**config.mk**
```make
export PLATFORM = sky130hd
export DESIGN_NAME = dhc_ref_holdover
export DESIGN_NICKNAME = d
export VERILOG_FILES = /design/src/shared/dhc_pkg.sv /design/src/shared/dhc_hist_if.sv /design/src/hdl/dhc_ref_holdover.sv /design/src/hdl/dhc_hist_mem.sv
export SDC_FILE = /design/constraint.sdc
export NUM_CORES = 2
export LEC_CHECK = 0
export ABC_CLOCK_PERIOD_IN_PS = 16720
export CAP_MARGIN = 20
export CORE_MARGIN = 1.5
export CORE_UTILIZATION = 45
export DETAILED_ROUTE_END_ITERATION = 12
export DONT_BUFFER_PORTS = 1
export PLACE_DENSITY_LB_ADDON = 0.15
export SYNTH_ARGS = -nofsm -noshare
export SYNTH_HDL_FRONTEND = slang
export SYNTH_SLANG_ARGS = --single-unit
```
**constraint.sdc**
```tcl
create_clock -name mclk_in -period 16.72 [get_ports mclk_in]
set_input_delay 1.672 -clock mclk_in [delete_from_list [all_inputs] [get_ports mclk_in]]
set_output_delay 1.672 -clock mclk_in [all_outputs]
set_load 0.005 [all_outputs]
```
**src/shared/dhc_pkg.sv**
```systemverilog
// Shared constants and types for the reference select and holdover block
package dhc_pkg;
   localparam int NUM_REFS = 4;
   localparam int REF_IDX_W = 2;
   localparam int PRIO_W = 4;
   localparam int FREQ_W = 32;
   localparam int BW_W = 8;
   localparam int HIST_DEPTH = 64;
   localparam int HIST_IDX_W = 6;
   localparam int FAIL_KINDS = 5;
   localparam logic [BW_W-1:0] HO_FILTER_BYPASS = 8'h00;
   // Fail vector bit positions
   localparam int FAIL_LOS = 0;
   localparam int FAIL_SCM = 1;
   localparam int FAIL_CFM = 2;
   localparam int FAIL_PFM = 3;
   localparam int FAIL_GST = 4;
   // History sampling interval: 60 s between samples gives over one hour
   localparam longint HIST_INTERVAL_MS = 64'd60000;
   localparam longint CLK_HZ = 64'd50000000;
   localparam longint HIST_INTERVAL_CYC = (HIST_INTERVAL_MS * CLK_HZ) / 1000;
   localparam int CNT_W = 32;
   localparam int FILT_SHIFT_MAX = 31;

   typedef enum logic [2:0] {
      DHC_MODE_FREERUN = 3'b000,
      DHC_MODE_FORCED_HO = 3'b001,
      DHC_MODE_AUTO = 3'b010,
      DHC_MODE_FORCED_REF = 3'b011,
      DHC_MODE_NCO = 3'b100
   } dhc_mode_t;

   typedef enum logic [1:0] {
      DHC_ST_FREERUN = 2'b00,
      DHC_ST_ACQUIRE = 2'b01,
      DHC_ST_LOCKED = 2'b10,
      DHC_ST_HOLDOVER = 2'b11
   } dhc_state_t;
endpackage

```
**src/shared/dhc_hist_if.sv**
```systemverilog
// History store carrier between control core and memory
`timescale 1ns/100ps
`default_nettype none
interface dhc_hist_if;
   import dhc_pkg::*;
   logic wr_en;
   logic [HIST_IDX_W-1:0] wr_addr;
   logic [FREQ_W-1:0] wr_data;
   logic [HIST_IDX_W-1:0] rd_addr;
   logic [FREQ_W-1:0] rd_data;
   modport ctrl (output wr_en, wr_addr, wr_data, rd_addr, input rd_data);
   modport mem (input wr_en, wr_addr, wr_data, rd_addr, output rd_data);
endinterface
`default_nettype wire

```
**src/hdl/dhc_ref_holdover.sv**
```systemverilog
// Per-DPLL reference selection, holdover state and holdover filter
// What this block does
// [RQ1] Holdover filter bandwidth zero bypasses filter; holdover uses loop value.
// [RQ2] With filter enabled, holdover frequency word comes from filter output.
// [RQ3] Keep history of filter outputs; holdover applies newest or delayed one.
// [RQ4] Filter sits outside loop; bandwidth changes never touch loop path.
// [RQ5] Filter bandwidth programmed independently of loop bandwidth.
// [RQ6] Core frequency offset readable by host while locked.
// [RQ7] NCO mode seeded with holdover offset, then applies host writes.
// [RQ8] Unmanaged: state machine sets state and reference from validity, priority.
// [RQ9] Managed: host sets state and reference; device does not choose. Code still enters holdover on a masked holdover failure of the host reference.
// [RQ10] Leaving managed mode keeps current reference unless it must change.
// [RQ11] Each DPLL instance owns independent selection state.
// [RQ12] Select highest priority available reference; fall back in order.
// [RQ13] Switch reference on any failure whose switch-mask bit is one.
// [RQ14] All references failed: holdover when masked-in holdover failure.
// [RQ15] Leave holdover once no entry condition remains.
// [RQ16] Active reference exposed as status output.
// [RQ17] No masks set: keep locking to failed reference.
// [RQ18] Holdover entry and exit automatic on disqualify and qualify.
// [RQ19] Status pair: lock_held_n and holdover_flag encode state.
// [RQ20] Five modes: freerun, forced holdover, auto, forced ref, NCO.
// [RQ21] Failure flags are synchronous levels evaluated every cycle.
// [RQ22] History written at fixed interval; depth indexes samples back.
`timescale 1ns/100ps
`default_nettype none
module dhc_ref_holdover
   import dhc_pkg::*;
#(
   parameter int N_REFS = NUM_REFS,
   parameter longint HIST_CYCLES = HIST_INTERVAL_CYC
) (
   // Clock and reset
   input wire logic mclk_in,
   input wire logic rstn_in,
   // Reference monitor flags and enables, one bit per reference; priorities PRIO_W bits each
   input wire logic [N_REFS-1:0] signal_loss_fail_in,
   input wire logic [N_REFS-1:0] single_cycle_monitor_fail_in,
   input wire logic [N_REFS-1:0] coarse_freq_monitor_fail_in,
   input wire logic [N_REFS-1:0] precise_freq_monitor_fail_in,
   input wire logic [N_REFS-1:0] guard_timer_trigger_in,
   input wire logic [N_REFS-1:0] ref_enable_in,
   input wire logic [N_REFS*PRIO_W-1:0] ref_priority_in,
   // Control
   input wire logic [2:0] mode_in,
   input wire logic managed_in,
   input wire logic [REF_IDX_W-1:0] host_ref_sel_in,
   input wire logic host_holdover_in,
   input wire logic [FAIL_KINDS-1:0] switch_mask_in,
   input wire logic [FAIL_KINDS-1:0] holdover_mask_in,
   input wire logic [BW_W-1:0] holdover_filter_bw_in,
   input wire logic [HIST_IDX_W-1:0] holdover_history_depth_in,
   // Loop interface
   input wire logic [FREQ_W-1:0] loop_freq_in,
   input wire logic loop_phase_locked_in,
   // Host frequency offset access
   input wire logic [FREQ_W-1:0] freq_offset_value_in,
   input wire logic freq_offset_control_in,
   // Outputs
   output logic [FREQ_W-1:0] dco_freq_out,
   output logic [FREQ_W-1:0] freq_offset_read_out,
   output logic [REF_IDX_W-1:0] active_ref_out,
   output logic lock_held_n_out,
   output logic holdover_flag_out,
   output logic [1:0] dpll_state_out
);
   dhc_hist_if hist ();

   // Reset release through two flops
   logic [1:0] rst_sync_q;
   logic rst_n;
   always_ff @(posedge mclk_in or negedge rstn_in) begin
      if (!rstn_in) begin
         rst_sync_q <= 2'b00;
      end else begin
         rst_sync_q <= {rst_sync_q[0], 1'b1};
      end
   end
   assign rst_n = rst_sync_q[1];

   // All state of this module apart from the reset synchronizer
   typedef struct packed {
      dhc_state_t st;
      logic [REF_IDX_W-1:0] ref_sel;
      logic [FREQ_W-1:0] filt;
      logic [FREQ_W-1:0] ho_val;
      logic [FREQ_W-1:0] dco;
      logic [FREQ_W-1:0] offs_rd;
      logic [CNT_W-1:0] samp_cnt;
      logic [HIST_IDX_W-1:0] wr_ptr;
      logic [HIST_IDX_W:0] fill;
      logic ho_load;
      logic nco_seeded;
      logic filt_init;
   } dhc_regs_t;

   dhc_regs_t r_q;
   dhc_regs_t r_d;

   // Per-reference qualification, evaluated each cycle [RQ21]
   logic [N_REFS-1:0] sw_fail;
   logic [N_REFS-1:0] ho_fail;
   logic [N_REFS-1:0] avail;
   genvar g;
   generate
      for (g = 0; g < N_REFS; g++) begin : g_ref
         logic [FAIL_KINDS-1:0] f;
         assign f = {guard_timer_trigger_in[g],
                     precise_freq_monitor_fail_in[g],
                     coarse_freq_monitor_fail_in[g],
                     single_cycle_monitor_fail_in[g],
                     signal_loss_fail_in[g]};
         assign sw_fail[g] = |(f & switch_mask_in); // [RQ13]
         assign ho_fail[g] = |(f & holdover_mask_in); // [RQ14]
         assign avail[g] = ref_enable_in[g] & ~sw_fail[g];
      end
   endgenerate

   // Highest priority available reference, lower index wins ties [RQ12]
   logic best_found;
   logic [REF_IDX_W-1:0] best_idx;
   always_comb begin
      logic [PRIO_W-1:0] best_p;
      logic [PRIO_W-1:0] p;
      best_p = '0;
      p = '0;
      best_found = 1'b0;
      best_idx = '0;
      for (int i = 0; i < N_REFS; i++) begin
         p = ref_priority_in[i*PRIO_W +: PRIO_W];
         if (avail[i] && (!best_found || p > best_p)) begin
            best_found = 1'b1;
            best_p = p;
            best_idx = REF_IDX_W'(i);
         end
      end
   end

   dhc_mode_t mode;
   assign mode = dhc_mode_t'(mode_in);

   logic cur_sw_fail;
   logic cur_ho_fail;
   assign cur_sw_fail = sw_fail[r_q.ref_sel];
   assign cur_ho_fail = ho_fail[r_q.ref_sel];

   logic filt_on;
   assign filt_on = (holdover_filter_bw_in != HO_FILTER_BYPASS); // [RQ1]

   logic [HIST_IDX_W-1:0] depth_eff;
   always_comb begin
      // Cannot reach back past what has been stored yet
      if ({1'b0, holdover_history_depth_in} >= r_q.fill) begin
         depth_eff = (r_q.fill == '0) ? '0
                     : HIST_IDX_W'(r_q.fill - 1'b1);
      end else begin
         depth_eff = holdover_history_depth_in;
      end
   end

   always_comb begin
      logic [FREQ_W-1:0] diff;
      logic [4:0] sh;
      logic go_ho;
      logic want_ho;
      r_d = r_q;
      diff = '0;
      go_ho = 1'b0;
      want_ho = 1'b0;
      sh = (holdover_filter_bw_in > BW_W'(FILT_SHIFT_MAX)) ? 5'(FILT_SHIFT_MAX)
           : holdover_filter_bw_in[4:0];
      r_d.ho_load = 1'b0;

      // Holdover filter: first-order IIR on loop word, outside the loop
      if (!r_q.filt_init) begin // [RQ4]
         r_d.filt = loop_freq_in;
         r_d.filt_init = 1'b1;
      end else if (r_q.st == DHC_ST_LOCKED && filt_on) begin // [RQ5]
         diff = loop_freq_in - r_q.filt;
         r_d.filt = r_q.filt + FREQ_W'($signed(diff) >>> sh);
      end

      // History sampling at a fixed interval while locked [RQ22]
      if (r_q.st == DHC_ST_LOCKED) begin
         if (r_q.samp_cnt == CNT_W'(HIST_CYCLES - 1)) begin
            r_d.samp_cnt = '0;
            r_d.wr_ptr = r_q.wr_ptr + 1'b1;
            if (r_q.fill != (HIST_IDX_W+1)'(HIST_DEPTH)) begin
               r_d.fill = r_q.fill + 1'b1;
            end
         end else begin
            r_d.samp_cnt = r_q.samp_cnt + 1'b1;
         end
      end

      // State and reference selection
      unique case (mode)
         DHC_MODE_FREERUN: begin
            r_d.st = DHC_ST_FREERUN; // [RQ20]
         end
         DHC_MODE_NCO: begin
            r_d.st = DHC_ST_FREERUN;
         end
         DHC_MODE_FORCED_HO: begin
            want_ho = 1'b1;
         end
         DHC_MODE_FORCED_REF: begin
            r_d.ref_sel = host_ref_sel_in;
            want_ho = ho_fail[host_ref_sel_in];
         end
         DHC_MODE_AUTO: begin
            if (managed_in) begin
               // Host decides; only masked holdover failures react [RQ9]
               r_d.ref_sel = host_ref_sel_in;
               want_ho = host_holdover_in | ho_fail[host_ref_sel_in];
            end else if (cur_sw_fail) begin
               // Current ref kept until it fails [RQ10] [RQ8]
               if (best_found) begin
                  r_d.ref_sel = best_idx; // [RQ12] [RQ13]
               end else begin
                  want_ho = |(ho_fail & ref_enable_in); // [RQ14]
               end
            end else if (best_found && ref_enable_in[r_q.ref_sel] == 1'b0) begin
               r_d.ref_sel = best_idx;
            end else if (best_found && (r_q.st == DHC_ST_HOLDOVER
                                        || r_q.st == DHC_ST_FREERUN)) begin
               // Take highest priority when recovering or starting [RQ12]
               r_d.ref_sel = best_idx;
            end else begin
               want_ho = cur_ho_fail; // [RQ17]
            end
         end
         default: begin
            r_d.st = DHC_ST_FREERUN;
         end
      endcase

      if (mode != DHC_MODE_FREERUN && mode != DHC_MODE_NCO) begin
         if (want_ho) begin
            go_ho = (r_q.st != DHC_ST_HOLDOVER);
            r_d.st = DHC_ST_HOLDOVER; // [RQ18]
         end else if (r_d.ref_sel != r_q.ref_sel) begin
            // Switch passes through acquisition on the new reference
            r_d.st = DHC_ST_ACQUIRE;
         end else if (r_q.st == DHC_ST_HOLDOVER
                      || r_q.st == DHC_ST_FREERUN) begin
            r_d.st = DHC_ST_ACQUIRE; // [RQ15]
         end else begin
            r_d.st = loop_phase_locked_in ? DHC_ST_LOCKED
                     : DHC_ST_ACQUIRE;
         end
      end

      // Holdover word selection on entry [RQ2] [RQ3]
      if (go_ho) begin
         r_d.ho_load = filt_on;
         r_d.ho_val = filt_on ? r_q.filt : loop_freq_in; // [RQ1]
      end
      if (r_q.ho_load && r_q.fill != '0) begin
         r_d.ho_val = hist.rd_data;
      end

      // Frequency word to oscillator
      if (mode == DHC_MODE_NCO) begin
         if (!r_q.nco_seeded) begin
            // Seed with the word that holdover would apply right now
            if (r_q.st == DHC_ST_HOLDOVER) begin
               r_d.dco = r_q.ho_val; // [RQ7]
            end else begin
               r_d.dco = filt_on ? r_q.filt : loop_freq_in; // [RQ7]
            end
            r_d.nco_seeded = 1'b1;
         end else if (freq_offset_control_in) begin
            r_d.dco = freq_offset_value_in; // [RQ7]
         end
      end else begin
         r_d.nco_seeded = 1'b0;
         r_d.dco = (r_q.st == DHC_ST_HOLDOVER) ? r_q.ho_val
                   : loop_freq_in;
      end

      if (r_q.st == DHC_ST_LOCKED) begin
         r_d.offs_rd = loop_freq_in; // [RQ6]
      end
   end

   // History store port
   assign hist.wr_en = (r_q.st == DHC_ST_LOCKED)
                       && (r_q.samp_cnt == CNT_W'(HIST_CYCLES - 1));
   assign hist.wr_addr = r_q.wr_ptr;
   assign hist.wr_data = r_q.filt;
   assign hist.rd_addr = r_q.wr_ptr - 1'b1 - depth_eff; // [RQ3]

   dhc_hist_mem u_hist (
      .clk_in(mclk_in),
      .rst_n_in(rst_n),
      .port(hist.mem)
   );

   // Selection state lives only in this instance [RQ11]
   always_ff @(posedge mclk_in or negedge rst_n) begin
      if (!rst_n) begin
         r_q <= '0;
      end else begin
         r_q <= r_d;
      end
   end

   assign dco_freq_out = r_q.dco;
   assign freq_offset_read_out = r_q.offs_rd;
   assign active_ref_out = r_q.ref_sel; // [RQ16]
   assign lock_held_n_out = (r_q.st == DHC_ST_LOCKED); // [RQ19]
   assign holdover_flag_out = (r_q.st == DHC_ST_HOLDOVER); // [RQ19]
   assign dpll_state_out = r_q.st;

   // Assertions
   property p_status_code;
      @(posedge mclk_in) disable iff (!rst_n)
      !(lock_held_n_out && holdover_flag_out);
   endproperty
   a_status_code: assert property (p_status_code) // [RQ19]
      else $error("lock and holdover flags both set");

   property p_switch_away;
      @(posedge mclk_in) disable iff (!rst_n)
      (mode == DHC_MODE_AUTO && !managed_in && cur_sw_fail && best_found)
      |=> (active_ref_out == $past(best_idx));
   endproperty
   a_switch_away: assert property (p_switch_away) // [RQ13]
      else $error("failed reference not replaced by best one");

   property p_all_fail_ho;
      @(posedge mclk_in) disable iff (!rst_n)
      (mode == DHC_MODE_AUTO && !managed_in && cur_sw_fail && !best_found
       && |(ho_fail & ref_enable_in)) |=> holdover_flag_out;
   endproperty
   a_all_fail_ho: assert property (p_all_fail_ho) // [RQ14]
      else $error("holdover not entered with all references failed");

   property p_managed_ref;
      @(posedge mclk_in) disable iff (!rst_n)
      (mode == DHC_MODE_AUTO && managed_in)
      |=> (active_ref_out == $past(host_ref_sel_in));
   endproperty
   a_managed_ref: assert property (p_managed_ref) // [RQ9]
      else $error("managed reference not followed");

   property p_ho_word;
      @(posedge mclk_in) disable iff (!rst_n)
      (holdover_flag_out && mode != DHC_MODE_NCO) |=> ##1
      (dco_freq_out == $past(r_q.ho_val, 1) || !$past(holdover_flag_out));
   endproperty
   a_ho_word: assert property (p_ho_word) // [RQ2]
      else $error("oscillator word not from holdover value");

   property p_bypass;
      @(posedge mclk_in) disable iff (!rst_n)
      (!filt_on && holdover_flag_out && !$past(holdover_flag_out)
       && mode != DHC_MODE_NCO) |-> (r_q.ho_val == $past(loop_freq_in));
   endproperty
   a_bypass: assert property (p_bypass) // [RQ1]
      else $error("bypass holdover value not from loop");

   property p_offs_read;
      @(posedge mclk_in) disable iff (!rst_n)
      lock_held_n_out |=> (freq_offset_read_out == $past(loop_freq_in));
   endproperty
   a_offs_read: assert property (p_offs_read) // [RQ6]
      else $error("offset readback stale while locked");

   property p_nco_write;
      @(posedge mclk_in) disable iff (!rst_n)
      (mode == DHC_MODE_NCO && r_q.nco_seeded && freq_offset_control_in)
      |=> (dco_freq_out == $past(freq_offset_value_in));
   endproperty
   a_nco_write: assert property (p_nco_write) // [RQ7]
      else $error("host offset write not applied");

   property p_freerun;
      @(posedge mclk_in) disable iff (!rst_n)
      (mode == DHC_MODE_FREERUN) [*2] |-> dpll_state_out == DHC_ST_FREERUN;
   endproperty
   a_freerun: assert property (p_freerun) // [RQ20]
      else $error("freerun mode not in freerun state");
endmodule
`default_nettype wire

```
**src/hdl/dhc_hist_mem.sv**
```systemverilog
// Holdover history memory with registered read data
`timescale 1ns/100ps
`default_nettype none
module dhc_hist_mem
   import dhc_pkg::*;
(
   // Clock and reset
   input wire logic clk_in,
   input wire logic rst_n_in,
   // Access port
   dhc_hist_if.mem port
);
   logic [FREQ_W-1:0] mem_q [HIST_DEPTH];
   logic [FREQ_W-1:0] rd_q;

   // Storage array has no reset so it maps to RAM
   always_ff @(posedge clk_in) begin
      if (port.wr_en) begin
         mem_q[port.wr_addr] <= port.wr_data;
      end
   end

   always_ff @(posedge clk_in or negedge rst_n_in) begin
      if (!rst_n_in) begin
         rd_q <= '0;
      end else begin
         rd_q <= mem_q[port.rd_addr];
      end
   end

   assign port.rd_data = rd_q;
endmodule
`default_nettype wire

```
==> Word-level counts from Yosys, hierarchy flattened <==
Memories as Yosys holds them, arrays and structs flattened. A register that Yosys moved wholly into a read port is not among the register bits.
Index checks and enable logic that the tools add are counted.
{ "totals": {"reg_bits": 182, "mem_bits_rw": 2048, "in_bits": 139, "memories": 1} }
{ "mem_list": {"columns": ["memory", "words", "width", "read_ports", "rd_clocked_by_memory_dff", "wr", "line_no", "rtl"], "rows": [
  ["u_hist.mem_q", 64, 32, 1, 1, 1, "dhc_hist_mem.sv:13", "logic [FREQ_W-1:0] mem_q [HIST_DEPTH];"]
]} }
{ "op_classes": {"n_addsub": 8, "magnitude_cmp": 7, "n_eq_ne": 14, "shift": 1, "mux": 56, "bitwise": 19, "n_reduce_logical": 35} }
{ "ops": {"columns": ["operator", "n"], "rows": [
  ["2-to-1 mux 32 bit", 11],
  ["bitwise AND 5 bit", 8],
  ["OR reduction 5 bit", 8],
  ["adder 32 x 1 -> 32 bit, second input constant", 1],
  ["adder 32 bit", 1],
  ["== test 32 bit, second input constant", 1],
  [">>> shifter 32 x 5 -> 32 bit", 1],
  ["subtractor 32 bit", 1],
  ["2-to-1 mux 2 bit", 13],
  ["2-to-1 mux 1 bit", 20],
  ["greater-than comparator 4 bit", 3],
  ["2-to-1 mux 4 bit", 3],
  ["2-to-1 mux 6 bit", 2],
  ["subtractor 6 x 1 -> 6 bit, second input constant", 2],
  ["logical AND 1 bit", 9],
  ["binary-select mux 1 bit (select 2 bit)", 4],
  ["greater-than comparator 8 x 5 -> 1 bit, second input constant", 1],
  ["nonzero test 8 bit", 1],
  ["adder 7 x 1 -> 7 bit, second input constant", 1],
  ["greater-or-equal comparator 6 x 7 -> 1 bit", 1],
  ["logical NOT 7 bit", 1],
  ["inequality test 7 bit, second input constant", 1],
  ["nonzero test 7 bit", 1],
  ["adder 6 x 1 -> 6 bit, second input constant", 1],
  ["other kinds (26)", 44]
]} }

==> Longest topological paths before layout <==
{ "logic_depth": {"word_depth": 27, "mapped_depth": 32} }

==> Hierarchy <==
A second synthesis with hierarchy kept.
{ "unflattened": {"hier_cells": 5474, "hier_area_um2": 95856.9} }
{ "modules_own_cells": {"columns": ["mod", "n_inst", "cells_each", "area_per_inst_um2", "seq_area_each_um2"], "rows": [
  ["dhc_hist_mem", 1, 3325, 78669.2, 62299.8],
  ["dhc_ref_holdover", 1, 2149, 17187.7, 4554.4]
]} }

==> Worst setup path before layout <==
OpenSTA, ideal clock, no wires.
{ "synth_path": {"path_kind": "input port to flip-flop", "startpoint": "in loop_freq_in[10]", "endpoint": "reg r_q (netlist bit hist.wr_data[30])", "setup_time_ps": 139, "t_arrival_ps": 7396, "required_time_ps": 16581, "setup_slack_ps": 9185, "path_stages": 26, "path_buffers": 1, "cell_sequence": "ha_1 buf_2 a21oi_1 o21ai_1 a311oi_2 nor2_1 nor3_4 o21ai_1 xor2_1 mux4_2 mux2_2 mux2i_1 o211ai_1 ha_1 fa_1 a21o_1 a211oi_1 o221ai_1 o21ai_0 a31oi_1 a221oi_1 nor3b_1 nor3_1 a2111oi_0 xor2_1 o221ai_1"} }
{ "synth_via": {"elab_chain_cells": 5} }
{ "synth_lines": {"columns": ["element", "line_no", "rtl"], "rows": [
  ["from (decl)", "dhc_ref_holdover.sv:54", "input wire logic [FREQ_W-1:0] loop_freq_in,"],
  ["subtractor 32 bit", "dhc_ref_holdover.sv:179", "diff = loop_freq_in - r_q.filt;"],
  [">>> shifter 32 x 5 -> 32 bit", "dhc_ref_holdover.sv:180", "r_d.filt = r_q.filt + FREQ_W'($signed(diff) >>> sh);"],
  ["adder 32 bit", "dhc_ref_holdover.sv:180", null],
  ["2-to-1 mux 32 bit", "dhc_ref_holdover.sv:178", "end else if (r_q.st == DHC_ST_LOCKED && filt_on) begin"],
  ["2-to-1 mux 32 bit", "dhc_ref_holdover.sv:175", "if (!r_q.filt_init) begin"],
  ["to (signal assigned)", "dhc_ref_holdover.sv:305", "r_q <= r_d;"],
  ["to (decl)", "dhc_ref_holdover.sv:97", "dhc_regs_t r_q;"]
]} }
Every way passes these cells. The select of a mux whose other input is x is not followed.
A chain may end at the register's enable or synchronous reset.

==> Final worst setup path <==
{ "layout_path": {"startpoint": "reg r_q (netlist bit hist.wr_data[10])", "endpoint": "reg r_q (netlist bit hist.wr_data[30])"} }
{ "layout_via": {"elab_chain_cells": 5} }
{ "layout_lines": {"columns": ["element", "line_no"], "rows": [
  ["subtractor 32 bit", "dhc_ref_holdover.sv:179"],
  [">>> shifter 32 x 5 -> 32 bit", "dhc_ref_holdover.sv:180"],
  ["adder 32 bit *", "dhc_ref_holdover.sv:180"],
  ["2-to-1 mux 32 bit *", "dhc_ref_holdover.sv:178"],
  ["2-to-1 mux 32 bit *", "dhc_ref_holdover.sv:175"]
]} }
Every way passes the cells marked *; elsewhere a longest branch is shown, timed or not. The select of a mux whose other input is x is not followed.

==> impl_metrics.prom <==
# TYPE chip_impl_metric gauge
chip_impl_info{name="status",value="finished clean"} 1
chip_impl_metric{name="insertion_delay",unit="ns"} 0.87
chip_impl_metric{name="timing.final.ws_setup",unit="ns"} 8.59
chip_impl_metric{name="worst-endpoint-required",unit="ns"} 17.43
chip_impl_metric{name="holdBufCountCts",unit=""} 0
chip_impl_metric{name="buffer_ports.inserted",unit=""} 0
chip_impl_metric{name="cts_buffers",unit=""} 222
chip_impl_metric{name="yosys_register_bits",unit=""} 2262
chip_impl_info{name="leading_post_synthesis_cells_by_cell_area",value="sky130_fd_sc_hd__edfxtp_1 65%, sky130_fd_sc_hd__mux4_2 16%, sky130_fd_sc_hd__dfrtp_1 5.6%"} 1
chip_impl_metric{name="viasPerCell",unit=""} 6.13
chip_impl_metric{name="worstMarginPinSlew",unit="ns"} 1.08
chip_impl_metric{name="timing.setup.tns",unit="ns"} 0
chip_impl_metric{name="dp_hpwl",unit="um"} 145000
chip_impl_metric{name="grt_use_total",unit="%"} 23.8
chip_impl_metric{name="routed_wire_length_per_instance",unit="um"} 31.7
chip_impl_info{name="worstSetupStartpoint",value="hist.wr_data[10]"} 1
chip_impl_metric{name="global_route.overflow_total",unit=""} 0
chip_impl_metric{name="worst_path_arrival_time",unit="ns"} 8.84
chip_impl_metric{name="detailedRoute.firstPassIterationCount",unit=""} 6
chip_impl_metric{name="drc_marker_count_from_the_first_detailed_route_iteration",unit=""} 5803
chip_impl_metric{name="ff2ff_path_depth",unit=""} 27
chip_impl_metric{name="critical_path.max_fanout",unit=""} 67
chip_impl_metric{name="synth_seq_area_share",unit="%"} 70.3
chip_impl_metric{name="final-max-slew-violation-count",unit=""} 0
chip_impl_metric{name="detail_route.wirelength",unit="um"} 257000
chip_impl_info{name="endpoint_kind",value="register"} 1
chip_impl_metric{name="die_w",unit="um"} 463
chip_impl_metric{name="number_of_enable_flip_flop_cells_after_synthesis",unit=""} 2048
chip_impl_metric{name="initial_utilization",unit="%"} 45.3
chip_impl_metric{name="grt_first_pass_wirelength",unit="um"} 367000
chip_impl_metric{name="die_h",unit="um"} 463
chip_impl_metric{name="clk_path_buf_depth",unit=""} 3
chip_impl_metric{name="slew_headroom",unit="%"} 27.8
chip_impl_metric{name="timing.max_cap.violations",unit=""} 0
chip_impl_metric{name="synth_area",unit="um^2"} 95100
chip_impl_metric{name="post_route_ant_nets",unit=""} 0
chip_impl_info{name="cts_root_buf",value="sky130_fd_sc_hd__clkbuf_16"} 1
chip_impl_metric{name="routed-via-count",unit=""} 49700
chip_impl_metric{name="cellPowerDensity",unit="nW/um^2"} 130
chip_impl_metric{name="fin_hold_ws",unit="ns"} 0.354
chip_impl_metric{name="post-route-drc-count",unit=""} 0
chip_impl_metric{name="cts.clk_slew.worst_paths",unit="ns"} 0.06
chip_impl_metric{name="cts_post_setup_buffers_inserted",unit=""} 0
chip_impl_info{name="holdCritPathClass",value="reg2reg"} 1
chip_impl_metric{name="final_nets",unit=""} 5336
chip_impl_metric{name="numClockSinks",unit=""} 2262
chip_impl_metric{name="cts_repair_resize_count",unit=""} 0
chip_impl_info{name="synth_flop_cell",value="sky130_fd_sc_hd__edfxtp_1"} 1
chip_impl_metric{name="pre_cts_ws",unit="ns"} 7.94
chip_impl_metric{name="fmaxAchievable",unit="MHz"} 123
chip_impl_info{name="layout_commonest_cell",value="sky130_fd_sc_hd__edfxtp_1"} 1
chip_impl_metric{name="finalCritPeriodShare",unit="%"} 48.6
chip_impl_metric{name="netlist_instances",unit=""} 5068
chip_impl_metric{name="netlist.area_leader.share",unit="%"} 64.7
chip_impl_info{name="critPathLaunchType",value="register"} 1
chip_impl_metric{name="first_global_vias",unit=""} 49600
chip_impl_metric{name="grt_start_max_net_pins",unit=""} 110
chip_impl_info{name="rr_endpoint",value="hist.wr_data[30]"} 1
chip_impl_metric{name="synth_area_per_cell",unit="um^2"} 18.8
chip_impl_metric{name="number_of_antenna_violations_at_the_first_check_in_global_routing",unit=""} 15
chip_impl_info{name="setup_repair_after_global_routing_missed_its_margin",value="false"} 1
chip_impl_metric{name="htree_num_levels",unit=""} 4
chip_impl_info{name="synth_largest_area_cell",value="sky130_fd_sc_hd__edfxtp_1"} 1
chip_impl_metric{name="ir_worst_vdd",unit="mV"} 0.120
chip_impl_info{name="most-common-layout-cells",value="2048 x sky130_fd_sc_hd__edfxtp_1, 677 x sky130_fd_sc_hd__mux4_2, 227 x sky130_fd_sc_hd__nand2_1, 224 x sky130_fd_sc_hd__clkbuf_16, 204 x sky130_fd_sc_hd__nor2_1"} 1
chip_impl_info{name="crit_end",value="hist.wr_data[30]"} 1
chip_impl_metric{name="yosys_warnings",unit=""} 0
chip_impl_metric{name="hold_viol",unit=""} 0
chip_impl_metric{name="gp_congestion",unit=""} 0.910
chip_impl_metric{name="cellLeakagePower",unit="nW"} 33.6
chip_impl_metric{name="setup_viol",unit=""} 0
chip_impl_metric{name="async_reset_ff_share",unit="%"} 9.46
chip_impl_info{name="reg2reg_from",value="hist.wr_data[10]"} 1
chip_impl_metric{name="placement_rows",unit=""} 168
chip_impl_metric{name="fin_skew",unit="ns"} 0.0305
chip_impl_info{name="critical_path_class",value="reg2reg"} 1
chip_impl_info{name="clock_tree_from_tritoncts",value="done"} 1
chip_impl_metric{name="final_layout_size_suffix_gt1_share",unit="%"} 25.3
chip_impl_metric{name="area_delta_synth_final",unit="%"} 11.3
chip_impl_metric{name="io-pin-count",unit=""} 209
chip_impl_metric{name="core-area",unit="um^2"} 210000
chip_impl_metric{name="post_synth_num_cell_types",unit=""} 84
chip_impl_metric{name="reg2reg_setup_slack",unit="ns"} 8.59
chip_impl_metric{name="floorplan.die_area",unit="um^2"} 214000
chip_impl_metric{name="final_period_minus_worst_setup_slack",unit="ns"} 8.13
-- flip-flops by register name (all words and copies together), names as in the netlist --
register / cells
r_q: 74
active_ref_out: 2
u_hist.port.rd_data: 32
dpll_state_out: 2
dco_freq_out: 32
hist.wr_addr: 6
hist.wr_data: 32
freq_offset_read_out: 32
rst_sync_q: 2
u_hist.mem_q: 2048
-- where the power goes --
part | switching (mW) | total, mW | internal [mW]
Combinational | 1.40 | 2.19 | 0.792
Sequential | 0.139 | 6.70 | 6.56
Clock | 2.12 | 4.84 | 2.72
Total | 3.66 | 13.7 | 10.1
-- layout make-up --
class / count / area, um^2
diodes: 5 / 12.5
clock buffers: 301 / 5980
flip-flops and latches: 2262 / 66900
well taps: 2805 / 3510
multi-input cells: 2398 / 27000
clock inverters: 113 / 992
repair buffers: 150 / 1160
inverters: 68 / 255
fillers: 17000 / 104000
-- how the worst min path moves through the flow --
stage | startpoint | to | cells after the start
2_1_floorplan | rst_sync_q[0] | rst_sync_q[1] | 0
3_3_place_gp | rst_sync_q[0] | rst_sync_q[1] | 0
3_5_place_dp | rst_sync_q[0] | rst_sync_q[1] | 0
4_1_cts | rst_sync_q[0] | rst_sync_q[1] | 0
5_1_grt | rst_sync_q[0] | rst_sync_q[1] | 0
6_report | rst_sync_q[0] | rst_sync_q[1] | 0
-- routing by layer --
metal / GRT usage (%) / vias up / share of wire, %
li1: - / 20700 / -
met1: 33.9 / 26800 / 43
met3: 3.86 / 319 / 6.6
met5: 0 / - / 0.011
met4: 5.51 / 4 / 2.0
met2: 38.7 / 1884 / 49
-- stage by stage --
| step | cell area, um^2 | util [%] | power, mW | cells |
|---|---|---|---|---|
| detailed placement | 98800 | 47.1 | 8.99 | 7682 |
| global route | 106000 | 50.4 | 14.2 | 8100 |
| floorplan | 95100 | - | 8.29 | 5069 |
| CTS | 106000 | 50.4 | 13.8 | 8096 |
| global placement | 98800 | 47.1 | 8.97 | 7682 |
| finish | 106000 | 50.4 | 13.7 | 8102 |
-- kinds of logic after synthesis --
logic type	share of synthesized area (%)
XOR/XNOR	0.893
other	0.00394
AO/OA/AOI/OAI	3.85
adder cells (fa/ha/maj)	1.27
multiplexers	18.3
buffers and inverters	1.92
flip-flops	70.3
AND/OR/NAND/NOR	3.43
-- worst max-delay path: stages, from the launching register on --
cell	delay [ns]
sky130_fd_sc_hd__dfrtp_2	0.34
sky130_fd_sc_hd__buf_4	0.53
sky130_fd_sc_hd__inv_1	0.21
sky130_fd_sc_hd__ha_1	0.45
sky130_fd_sc_hd__a21oi_1	0.20
sky130_fd_sc_hd__o21ai_1	0.11
sky130_fd_sc_hd__a311oi_2	0.53
sky130_fd_sc_hd__nor2_1	0.16
sky130_fd_sc_hd__nor3_4	0.37
sky130_fd_sc_hd__o31a_1	0.28
sky130_fd_sc_hd__mux2i_1	0.10
sky130_fd_sc_hd__o22ai_1	0.46
sky130_fd_sc_hd__o22ai_1	0.25
sky130_fd_sc_hd__mux2i_1	0.28
sky130_fd_sc_hd__o211ai_1	0.13
sky130_fd_sc_hd__ha_1	0.25
sky130_fd_sc_hd__fa_1	0.44
sky130_fd_sc_hd__a21o_1	0.19
sky130_fd_sc_hd__a211oi_1	0.29
sky130_fd_sc_hd__o221ai_1	0.29
sky130_fd_sc_hd__o21ai_0	0.25
sky130_fd_sc_hd__a31oi_1	0.19
sky130_fd_sc_hd__a221oi_1	0.42
sky130_fd_sc_hd__nor3b_1	0.32
sky130_fd_sc_hd__nor3_1	0.09
sky130_fd_sc_hd__a2111oi_0	0.51
sky130_fd_sc_hd__xor2_1	0.20
sky130_fd_sc_hd__o221ai_1	0.11
-- synthesized netlist by cell type (12+ instances only) --
| cell | count |
|---|---|
| sky130_fd_sc_hd__edfxtp_1 | 2048 |
| sky130_fd_sc_hd__mux4_2 | 677 |
| sky130_fd_sc_hd__nor2_1 | 273 |
| sky130_fd_sc_hd__nand2_1 | 227 |
| sky130_fd_sc_hd__dfrtp_1 | 214 |
| sky130_fd_sc_hd__clkbuf_1 | 197 |
| sky130_fd_sc_hd__o21ai_0 | 179 |
| sky130_fd_sc_hd__a21oi_1 | 175 |
| sky130_fd_sc_hd__mux2i_1 | 133 |
| sky130_fd_sc_hd__ha_1 | 92 |
| sky130_fd_sc_hd__mux2_2 | 74 |
| sky130_fd_sc_hd__buf_4 | 71 |
| sky130_fd_sc_hd__inv_1 | 68 |
| sky130_fd_sc_hd__buf_1 | 61 |
| sky130_fd_sc_hd__xnor2_1 | 61 |
| sky130_fd_sc_hd__nand3_1 | 38 |
| sky130_fd_sc_hd__xor2_1 | 36 |
| sky130_fd_sc_hd__nor3_1 | 34 |
| sky130_fd_sc_hd__a21o_1 | 32 |
| sky130_fd_sc_hd__nand4_1 | 30 |
| sky130_fd_sc_hd__a211oi_1 | 24 |
| sky130_fd_sc_hd__nand2b_1 | 23 |
| sky130_fd_sc_hd__a31oi_1 | 21 |
| sky130_fd_sc_hd__o211ai_1 | 20 |
| sky130_fd_sc_hd__o21a_1 | 17 |
| sky130_fd_sc_hd__and3_1 | 15 |
| sky130_fd_sc_hd__or3_1 | 15 |
| sky130_fd_sc_hd__and2_1 | 13 |
| sky130_fd_sc_hd__a22oi_1 | 12 |
(Power assumes the default switching activity.)
